$ cat src/logic/mmdira_pkg.sv
// Constants and types for the indirect extended-register access block.
// Assumes a single system clock; management pins are sampled, not clocked.
package mmdira_pkg;

  // ==========================================================================
  // Register map
  localparam logic [4:0]  REG_ACCESS_CONTROL = 5'h0d;
  localparam logic [4:0]  REG_ADDR_DATA_WIN  = 5'h0e;
  localparam int          STD_REGS           = 32;
  localparam logic [15:0] EXT_BASE           = 16'h0020;
  localparam logic [15:0] ACR_RESET          = 16'h0000;
  localparam logic [15:0] PTR_RESET          = 16'h0000;
  localparam logic [15:0] STD_RESET          = 16'h0000;

  // ==========================================================================
  // Access-control fields
  localparam int          FUNC_HI            = 15;
  localparam int          FUNC_LO            = 14;
  localparam int          DEV_HI             = 4;
  localparam int          DEV_LO             = 0;
  localparam logic [4:0]  DEV_HONOURED       = 5'h1f;

  typedef enum logic [1:0] {
    MMDIRA_FN_ADDR   = 2'b00,
    MMDIRA_FN_DATA   = 2'b01,
    MMDIRA_FN_INC_RW = 2'b10,
    MMDIRA_FN_INC_W  = 2'b11
  } mmdira_func_t;

  // ==========================================================================
  // Management frame
  localparam logic [1:0]  OP_READ            = 2'b10;
  localparam logic [1:0]  OP_WRITE           = 2'b01;
  localparam logic [4:0]  HDR_LAST           = 5'h0b;
  localparam logic [4:0]  TA_LAST            = 5'h01;
  localparam logic [4:0]  DATA_LAST          = 5'h0f;

  typedef struct packed {
    logic [1:0] op;
    logic [4:0] phy;
    logic [4:0] regn;
  } mmdira_hdr_t;

  typedef enum logic [2:0] {
    MMDIRA_IDLE  = 3'b000,
    MMDIRA_START = 3'b001,
    MMDIRA_HDR   = 3'b010,
    MMDIRA_TA    = 3'b011,
    MMDIRA_DATA  = 3'b100
  } mmdira_state_t;

endpackage

$ cat src/logic/mmdira_top.sv
// Management serial slave with indirect window onto an extended register set.
// Assumes mdc and mdio_in come from another domain; mdc runs far below sys_clk.
`timescale 1ns/1ps
module mmdira_top #(
  parameter int EXT_WORDS = 64
) (
  // Clock and reset
  input  wire logic       sys_clk,
  input  wire logic       srst,
  // Station address strap, caught during reset
  input  wire logic [4:0] phy_addr,
  // Management serial pins
  input  wire logic       mdc,
  input  wire logic       mdio_in,
  output logic            mdio_out,
  output logic            mdio_oe
);

  localparam int EXT_AW = (EXT_WORDS > 1) ? $clog2(EXT_WORDS) : 1;
  localparam logic [16:0] EXT_END = 17'(EXT_WORDS) + {1'b0, mmdira_pkg::EXT_BASE};

  // ==========================================================================
  // Synchronisers and edge detect
  logic       mdc_s1_reg, mdc_s2_reg, mdc_s3_reg;
  logic       mdio_s1_reg, mdio_s2_reg;
  logic [4:0] phy_s1_reg, phy_s2_reg;
  wire  logic mdc_rise = mdc_s2_reg & ~mdc_s3_reg;
  wire  logic bit_in   = mdio_s2_reg;

  always_ff @(posedge sys_clk) begin
    mdc_s1_reg  <= mdc;
    mdc_s2_reg  <= mdc_s1_reg;
    mdc_s3_reg  <= mdc_s2_reg;
    mdio_s1_reg <= mdio_in;
    mdio_s2_reg <= mdio_s1_reg;
    phy_s1_reg  <= phy_addr;
    phy_s2_reg  <= phy_s1_reg;
  end

  // ==========================================================================
  // Register storage
  logic [15:0] acr_reg;
  logic [15:0] ptr_reg;
  logic [15:0] std_mem [mmdira_pkg::STD_REGS];
  logic [15:0] ext_mem [EXT_WORDS];
  logic [4:0]  phyad_reg;

  // Classifies a pointer: 0 none, 1 standard, 2 extended
  function automatic logic [1:0] tgt_kind(input logic [15:0] p);
    if (p < 16'(mmdira_pkg::STD_REGS))
      tgt_kind = (p[4:0] == mmdira_pkg::REG_ACCESS_CONTROL ||
                  p[4:0] == mmdira_pkg::REG_ADDR_DATA_WIN) ? 2'h0 : 2'h1;
    else if ({1'b0, p} < EXT_END)
      tgt_kind = 2'h2;
    else
      tgt_kind = 2'h0;
  endfunction

  wire logic [1:0]        func    = acr_reg[mmdira_pkg::FUNC_HI:
                                            mmdira_pkg::FUNC_LO];
  wire logic              win_on  = acr_reg[mmdira_pkg::DEV_HI:mmdira_pkg::DEV_LO]
                                    == mmdira_pkg::DEV_HONOURED;
  wire logic [1:0]        kind    = tgt_kind(ptr_reg);
  wire logic [EXT_AW-1:0] ext_idx = EXT_AW'(ptr_reg - mmdira_pkg::EXT_BASE);
  wire logic              fn_addr = func == mmdira_pkg::MMDIRA_FN_ADDR;

  // ==========================================================================
  // Frame engine
  mmdira_pkg::mmdira_state_t state_reg;
  logic [4:0]  cnt_reg;
  logic [11:0] hdr_reg;
  logic [15:0] sh_reg;
  logic        ours_reg, isrd_reg;

  wire mmdira_pkg::mmdira_hdr_t hdr_now = mmdira_pkg::mmdira_hdr_t'({hdr_reg[10:0], bit_in});
  wire mmdira_pkg::mmdira_hdr_t hdr     = mmdira_pkg::mmdira_hdr_t'(hdr_reg);

  // Window read value and direct read mux
  wire logic [15:0] win_data = (kind == 2'h1) ? std_mem[ptr_reg[4:0]] :
                               (kind == 2'h2) ? ext_mem[ext_idx] : 16'h0000;
  wire logic [15:0] win_val  = !win_on ? 16'h0000 :
                               fn_addr ? ptr_reg : win_data;
  wire logic [15:0] rd_val   = (hdr.regn == mmdira_pkg::REG_ACCESS_CONTROL) ?
                               acr_reg :
                               (hdr.regn == mmdira_pkg::REG_ADDR_DATA_WIN)  ? win_val :
                               std_mem[hdr.regn];

  wire logic        last    = (state_reg == mmdira_pkg::MMDIRA_DATA) && mdc_rise &&
                              (cnt_reg == mmdira_pkg::DATA_LAST);
  wire logic [15:0] wdata   = {sh_reg[14:0], bit_in};
  wire logic        wr_evt  = last & ours_reg & ~isrd_reg;
  wire logic        rd_evt  = last & ours_reg & isrd_reg;
  wire logic        is_acr  = hdr.regn == mmdira_pkg::REG_ACCESS_CONTROL;
  wire logic        is_win  = hdr.regn == mmdira_pkg::REG_ADDR_DATA_WIN;
  wire logic        win_wr  = wr_evt & is_win & win_on;
  wire logic        win_rd  = rd_evt & is_win & win_on;
  wire logic        std_wr  = wr_evt & ~is_acr & ~is_win;
  wire logic        data_wr = win_wr & ~fn_addr;
  wire logic        ptr_inc = (win_wr & func[1]) |
                              (win_rd & (func == mmdira_pkg::MMDIRA_FN_INC_RW));
  wire logic [15:0] ptr_next = (win_wr & fn_addr) ? wdata :
                               ptr_inc ? ptr_reg + 16'h0001 : ptr_reg;

  always_ff @(posedge sys_clk) begin
    if (srst) begin
      state_reg <= mmdira_pkg::MMDIRA_IDLE;
      cnt_reg   <= 5'h00;
      hdr_reg   <= 12'h000;
      sh_reg    <= 16'h0000;
      ours_reg  <= 1'b0;
      isrd_reg  <= 1'b0;
      mdio_oe   <= 1'b0;
      mdio_out  <= 1'b0;
    end else if (mdc_rise) begin
      case (state_reg)
        mmdira_pkg::MMDIRA_IDLE: begin
          if (!bit_in)
            state_reg <= mmdira_pkg::MMDIRA_START;
        end
        mmdira_pkg::MMDIRA_START: begin
          state_reg <= bit_in ? mmdira_pkg::MMDIRA_HDR : mmdira_pkg::MMDIRA_START;
          cnt_reg   <= 5'h00;
        end
        mmdira_pkg::MMDIRA_HDR: begin
          hdr_reg <= {hdr_reg[10:0], bit_in};
          cnt_reg <= cnt_reg + 5'h01;
          if (cnt_reg == mmdira_pkg::HDR_LAST) begin
            state_reg <= mmdira_pkg::MMDIRA_TA;
            cnt_reg   <= 5'h00;
            ours_reg  <= (hdr_now.phy == phyad_reg) &&
                         (hdr_now.op == mmdira_pkg::OP_READ || hdr_now.op == mmdira_pkg::OP_WRITE);
            isrd_reg  <= hdr_now.op == mmdira_pkg::OP_READ;
          end
        end
        mmdira_pkg::MMDIRA_TA: begin
          cnt_reg <= cnt_reg + 5'h01;
          if (cnt_reg != mmdira_pkg::TA_LAST) begin
            mdio_oe  <= ours_reg & isrd_reg;
            mdio_out <= 1'b0;
          end else begin
            state_reg <= mmdira_pkg::MMDIRA_DATA;
            cnt_reg   <= 5'h00;
            mdio_out  <= rd_val[15];
            sh_reg    <= {rd_val[14:0], 1'b0};
          end
        end
        mmdira_pkg::MMDIRA_DATA: begin
          cnt_reg  <= cnt_reg + 5'h01;
          mdio_out <= sh_reg[15];
          sh_reg   <= isrd_reg ? {sh_reg[14:0], 1'b0} : wdata;
          if (cnt_reg == mmdira_pkg::DATA_LAST) begin
            state_reg <= mmdira_pkg::MMDIRA_IDLE;
            mdio_oe   <= 1'b0;
            mdio_out  <= 1'b0;
          end
        end
        default: state_reg <= mmdira_pkg::MMDIRA_IDLE;
      endcase
    end
  end

  // ==========================================================================
  // Register updates
  always_ff @(posedge sys_clk) begin
    if (srst) begin
      phyad_reg <= phy_s2_reg;
      acr_reg   <= mmdira_pkg::ACR_RESET;
      ptr_reg   <= mmdira_pkg::PTR_RESET;
    end else begin
      ptr_reg <= ptr_next;
      if (wr_evt && is_acr)
        acr_reg <= wdata;
    end
  end

  always_ff @(posedge sys_clk) begin
    if (srst) begin
      for (int i = 0; i < mmdira_pkg::STD_REGS; i++)
        std_mem[i] <= mmdira_pkg::STD_RESET;
      for (int j = 0; j < EXT_WORDS; j++)
        ext_mem[j] <= mmdira_pkg::STD_RESET;
    end else begin
      if (std_wr)
        std_mem[hdr.regn] <= wdata;
      if (data_wr && kind == 2'h1)
        std_mem[ptr_reg[4:0]] <= wdata;
      if (data_wr && kind == 2'h2)
        ext_mem[ext_idx] <= wdata;
    end
  end

  // ==========================================================================
  // Checks
  reset_clear_a: assert property (@(posedge sys_clk)
    srst |=> (acr_reg == 16'h0000 && ptr_reg == 16'h0000))
    else $error("control or pointer not cleared by reset");

  acr_store_a: assert property (@(posedge sys_clk) disable iff (srst)
    (wr_evt && is_acr) |=> acr_reg == $past(wdata))
    else $error("control register lost a write");

  addr_load_a: assert property (@(posedge sys_clk) disable iff (srst)
    (win_wr && fn_addr) |=> ptr_reg == $past(wdata))
    else $error("pointer not loaded in address function");

  inc_rw_a: assert property (@(posedge sys_clk) disable iff (srst)
    ((win_wr || win_rd) && func == 2'b10) |=> ptr_reg == $past(ptr_reg) + 16'h0001)
    else $error("pointer did not increment");

  inc_wonly_a: assert property (@(posedge sys_clk) disable iff (srst)
    (win_rd && func == 2'b11) |=> $stable(ptr_reg))
    else $error("pointer moved on read in write-increment mode");

  no_inc_a: assert property (@(posedge sys_clk) disable iff (srst)
    ((win_wr || win_rd) && func == 2'b01) |=> $stable(ptr_reg))
    else $error("pointer moved in no-increment mode");

  dev_ignore_a: assert property (@(posedge sys_clk) disable iff (srst)
    (last && !win_on && !(wr_evt && is_acr)) |=> $stable(ptr_reg) && $stable(acr_reg))
    else $error("window access with wrong device had effect");

  self_ignore_a: assert property (@(posedge sys_clk) disable iff (srst)
    (data_wr && (ptr_reg == 16'h000d || ptr_reg == 16'h000e)) |=>
      ($stable(acr_reg) && $stable(std_mem[13]) && $stable(std_mem[14])))
    else $error("indirect write reached control register");

  ta_zero_a: assert property (@(posedge sys_clk) disable iff (srst)
    $rose(mdio_oe) |-> !mdio_out ##1 (mdio_oe && !mdio_out))
    else $error("turnaround bit not driven low");

endmodule // mmdira_top

$ cat config.mk
export PLATFORM = sky130hd
export DESIGN_NAME = mmdira_top
export DESIGN_NICKNAME = d
export VERILOG_FILES = /design/src/logic/mmdira_pkg.sv /design/src/logic/mmdira_top.sv
export SDC_FILE = /design/constraint.sdc
export NUM_CORES = 2
export LEC_CHECK = 0
export BUFFER_PORTS_ARGS = -buffer_cell sky130_fd_sc_hd__buf_2
export CAP_MARGIN = 40
export CORE_AREA = 2 2 446 448
export DETAILED_ROUTE_END_ITERATION = 6
export DIE_AREA = 0 0 448 450
export GPL_ROUTABILITY_DRIVEN = 0
export HOLD_SLACK_MARGIN = 0.06
export PLACE_DENSITY = 0.55
export SLEW_MARGIN = 20
export SYNTH_ARGS = -nofsm -noshare
export SYNTH_HDL_FRONTEND = slang
export SYNTH_SLANG_ARGS = --single-unit
$ cat constraint.sdc
create_clock -name sys_clk -period 7.65 [get_ports sys_clk]
set_input_delay 2.295 -clock sys_clk [delete_from_list [all_inputs] [get_ports sys_clk]]
set_output_delay 2.295 -clock sys_clk [all_outputs]
set_load 0.005 [all_outputs]
==> impl_metrics.ini <==
[die]
dieArea_mm2 = 0.202
rows = 163
core-area_mm2 = 0.197
io_pins = 11
fp.dieH_um = 450
start_util = 0.398
die_w_um = 448

[yosys]
synthMuxAreaShare = 0.121
synth_top_area_frac = 0.591
syn_area_mm2 = 0.0783
syn_nets = 5770
synth_ff_type = edfxtp_1
ys_warn_count = 0
synthAdderAreaFrac = 0.00112
synth_top_area_cell = edfxtp_1
synth.area.top_cells = edfxtp_1, and2_1, mux4_2
synth-compound-area-share = 0.0686
synth_cells = 5754
synth_seq_area_share = 0.616
synth-edff-count = 1541
syn_area_per_cell_um2 = 13.6
synth_cell_types = 84
synth_top_family_by_area = simple AND/OR/NAND/NOR gates
yosys_register_bits = 1637
synthXorXnorAreaFrac = 0.00213
async_reset_ff_frac = 0
synth-simple-area-share = 0.162

[clock_tree]
cts_setup_buffers = 0
cts_tree = yes
postCtsHoldBufs = 0
clk_pin_slew_ps = 60
clock_latency_ps = 870
cts.repair.resized = 0
numCtsBuffers = 178
clkSinkCount = 1637
root_buffer = clkbuf_16
cts_buffer_depth = 3
htreeDepth = 4

[power]
leakage_uw = 0.0288
ir_drop_uv = 249
powerDensity_mw_per_mm2 = 223
report.power.total_uw = 19700

[routing]
viasPerCell = 6.03
drtIter0Drc = 7004
postRouteAntennaNets = 0
wl_per_cell_um = 32.1
vias = 51000
remaining_drc_errors = 0
routed_wirelength_mm = 272
drtPass1Iterations = 7

[timing]
worst_slew_pin_slew_ps = 1110
clock.fmax_mhz = 180
fin_setup_tns_ps = 0
rsz0062_at_grt = no
setup_violations = 0
period_needed_ps = 5560
slew_headroom = 0.261
hold_violations = 0
fin_worst_skew_ps = 47.4
slew_viol_final = 0
period_share = 0.727

[layout]
top_register = ext_mem
top_regs = ext_mem x1024, std_mem x512
drive_gt1_frac = 0.192
largest_reg_flops = 1024
final_common_cell = edfxtp_1
area_growth_pct = 12.7
layout_common_cells = edfxtp_1, and2_1, mux4_2
nNetsFinal = 5678

[grt]
grtUsageMet2 = 0.406
grt_use_met1 = 0.385
gr-total-overflow = 0
track_usage = 0.267
grt_pass1_vias = 49300
grt_max_degree = 91
use_met3 = 0.0498
antenna_found_initial = 11
busiest_layer = met2
grt_pass1_wl_mm = 384

[critical_path]
crit_path_end_kind = flop
worstPathRequired_ps = 8140
path_class = reg -> reg
critPathMaxFanout = 40
rrSetupSlack_ps = 2090
cp.arrival_ps = 6050
startpoint_type = flop
reg2reg_depth = 9

[hold_path]
hold_class = reg -> reg
whs_path_depth = 0

[run]
maxCapViolCount = 0

[place]
dpl.hpwl_mm = 175
placement.io_buffers = 10

[run_status]
status = finished clean
==> synth_stat cells, types with 24 or more instances <==
cell type  instances
a211oi_1          42
a21oi_1          107
and2_1          1456
buf_1             48
buf_2             43
clkbuf_1         485
dfxtp_1           96
edfxtp_1        1541
mux2_2            74
mux2i_1          109
mux4_2           336
nand2_1          149
nand3_1           47
nor2_1           195
nor2b_1           24
nor3_1           120
nor4_1            30
o21ai_0          158
o221ai_1          62
o22ai_1          244
or2_2             30
==> final cells by class <==
| class | count | area [µm²] |
|---|---|---|
| antenna | 10 | 25.0 |
| clock buffer | 233 | 4840 |
| clock inverter | 97 | 941 |
| fill | 17600 | 108000 |
| inverter | 12 | 46.3 |
| multi-input combinational | 3523 | 28100 |
| sequential | 1637 | 48300 |
| tap | 2640 | 3300 |
| timing repair buffer | 310 | 2730 |
==> logic make-up after synthesis <==
kind of cell,count (synthesis)
buf+inv,594
fa+ha+maj,7
simple gates,2170
xor+xnor,19
mux,519
compound gates,808
flops,1637
==> per-layer routing <==
| layer | wire, µm | part of all wire | vias to the layer above |
|---|---|---|---|
| li1 | - | - | 21400 |
| met4 | 10400 | 0.038 | 0 |
| met1 | 114000 | 0.42 | 26500 |
| met3 | 24700 | 0.091 | 494 |
| met2 | 123000 | 0.45 | 2627 |
| met5 | 0 | 0 | - |
==> worst paths after layout <==
check	to	startpoint
max	std_mem[12][9]	ptr_reg[1]
min	phy_s2_reg[2]	phy_s1_reg[2]
max reg2reg	std_mem[12][9]	ptr_reg[1]
min reg2reg	phy_s2_reg[2]	phy_s1_reg[2]
==> worst max-delay path, stage by stage (launching register included) <==
cell and delay [ps]:
dfxtp_4 870, inv_2 80, ha_1 210, or2_2 300, a311o_1 430, or3_1 590, or4_1 610, a221oi_1 830
and2b_1 680, or2_2 560
==> power by group <==
part,leakage (µW),total (µW),internal [µW],switching [µW]
Sequential,0.0155,10300,10200,161
Combinational,0.0105,662,230,431
Clock,0.00282,8720,5000,3720
Total,0.0288,19700,15400,4310
==> through the flow <==
stage	instance area (µm²)	hold slack, ps	utilization	setup slack, ps	std cells
6_report	88200	329	0.449	2090	8462
5_1_grt	88200	344	0.449	2020	8453
3_3_place_gp	81300	313	0.413	1520	8035
3_5_place_dp	82300	312	0.418	1520	8105
4_1_cts	88000	327	0.448	2210	8435
2_1_floorplan	78300	310	-	1870	5754
Power figures use the tool's default switching activity.
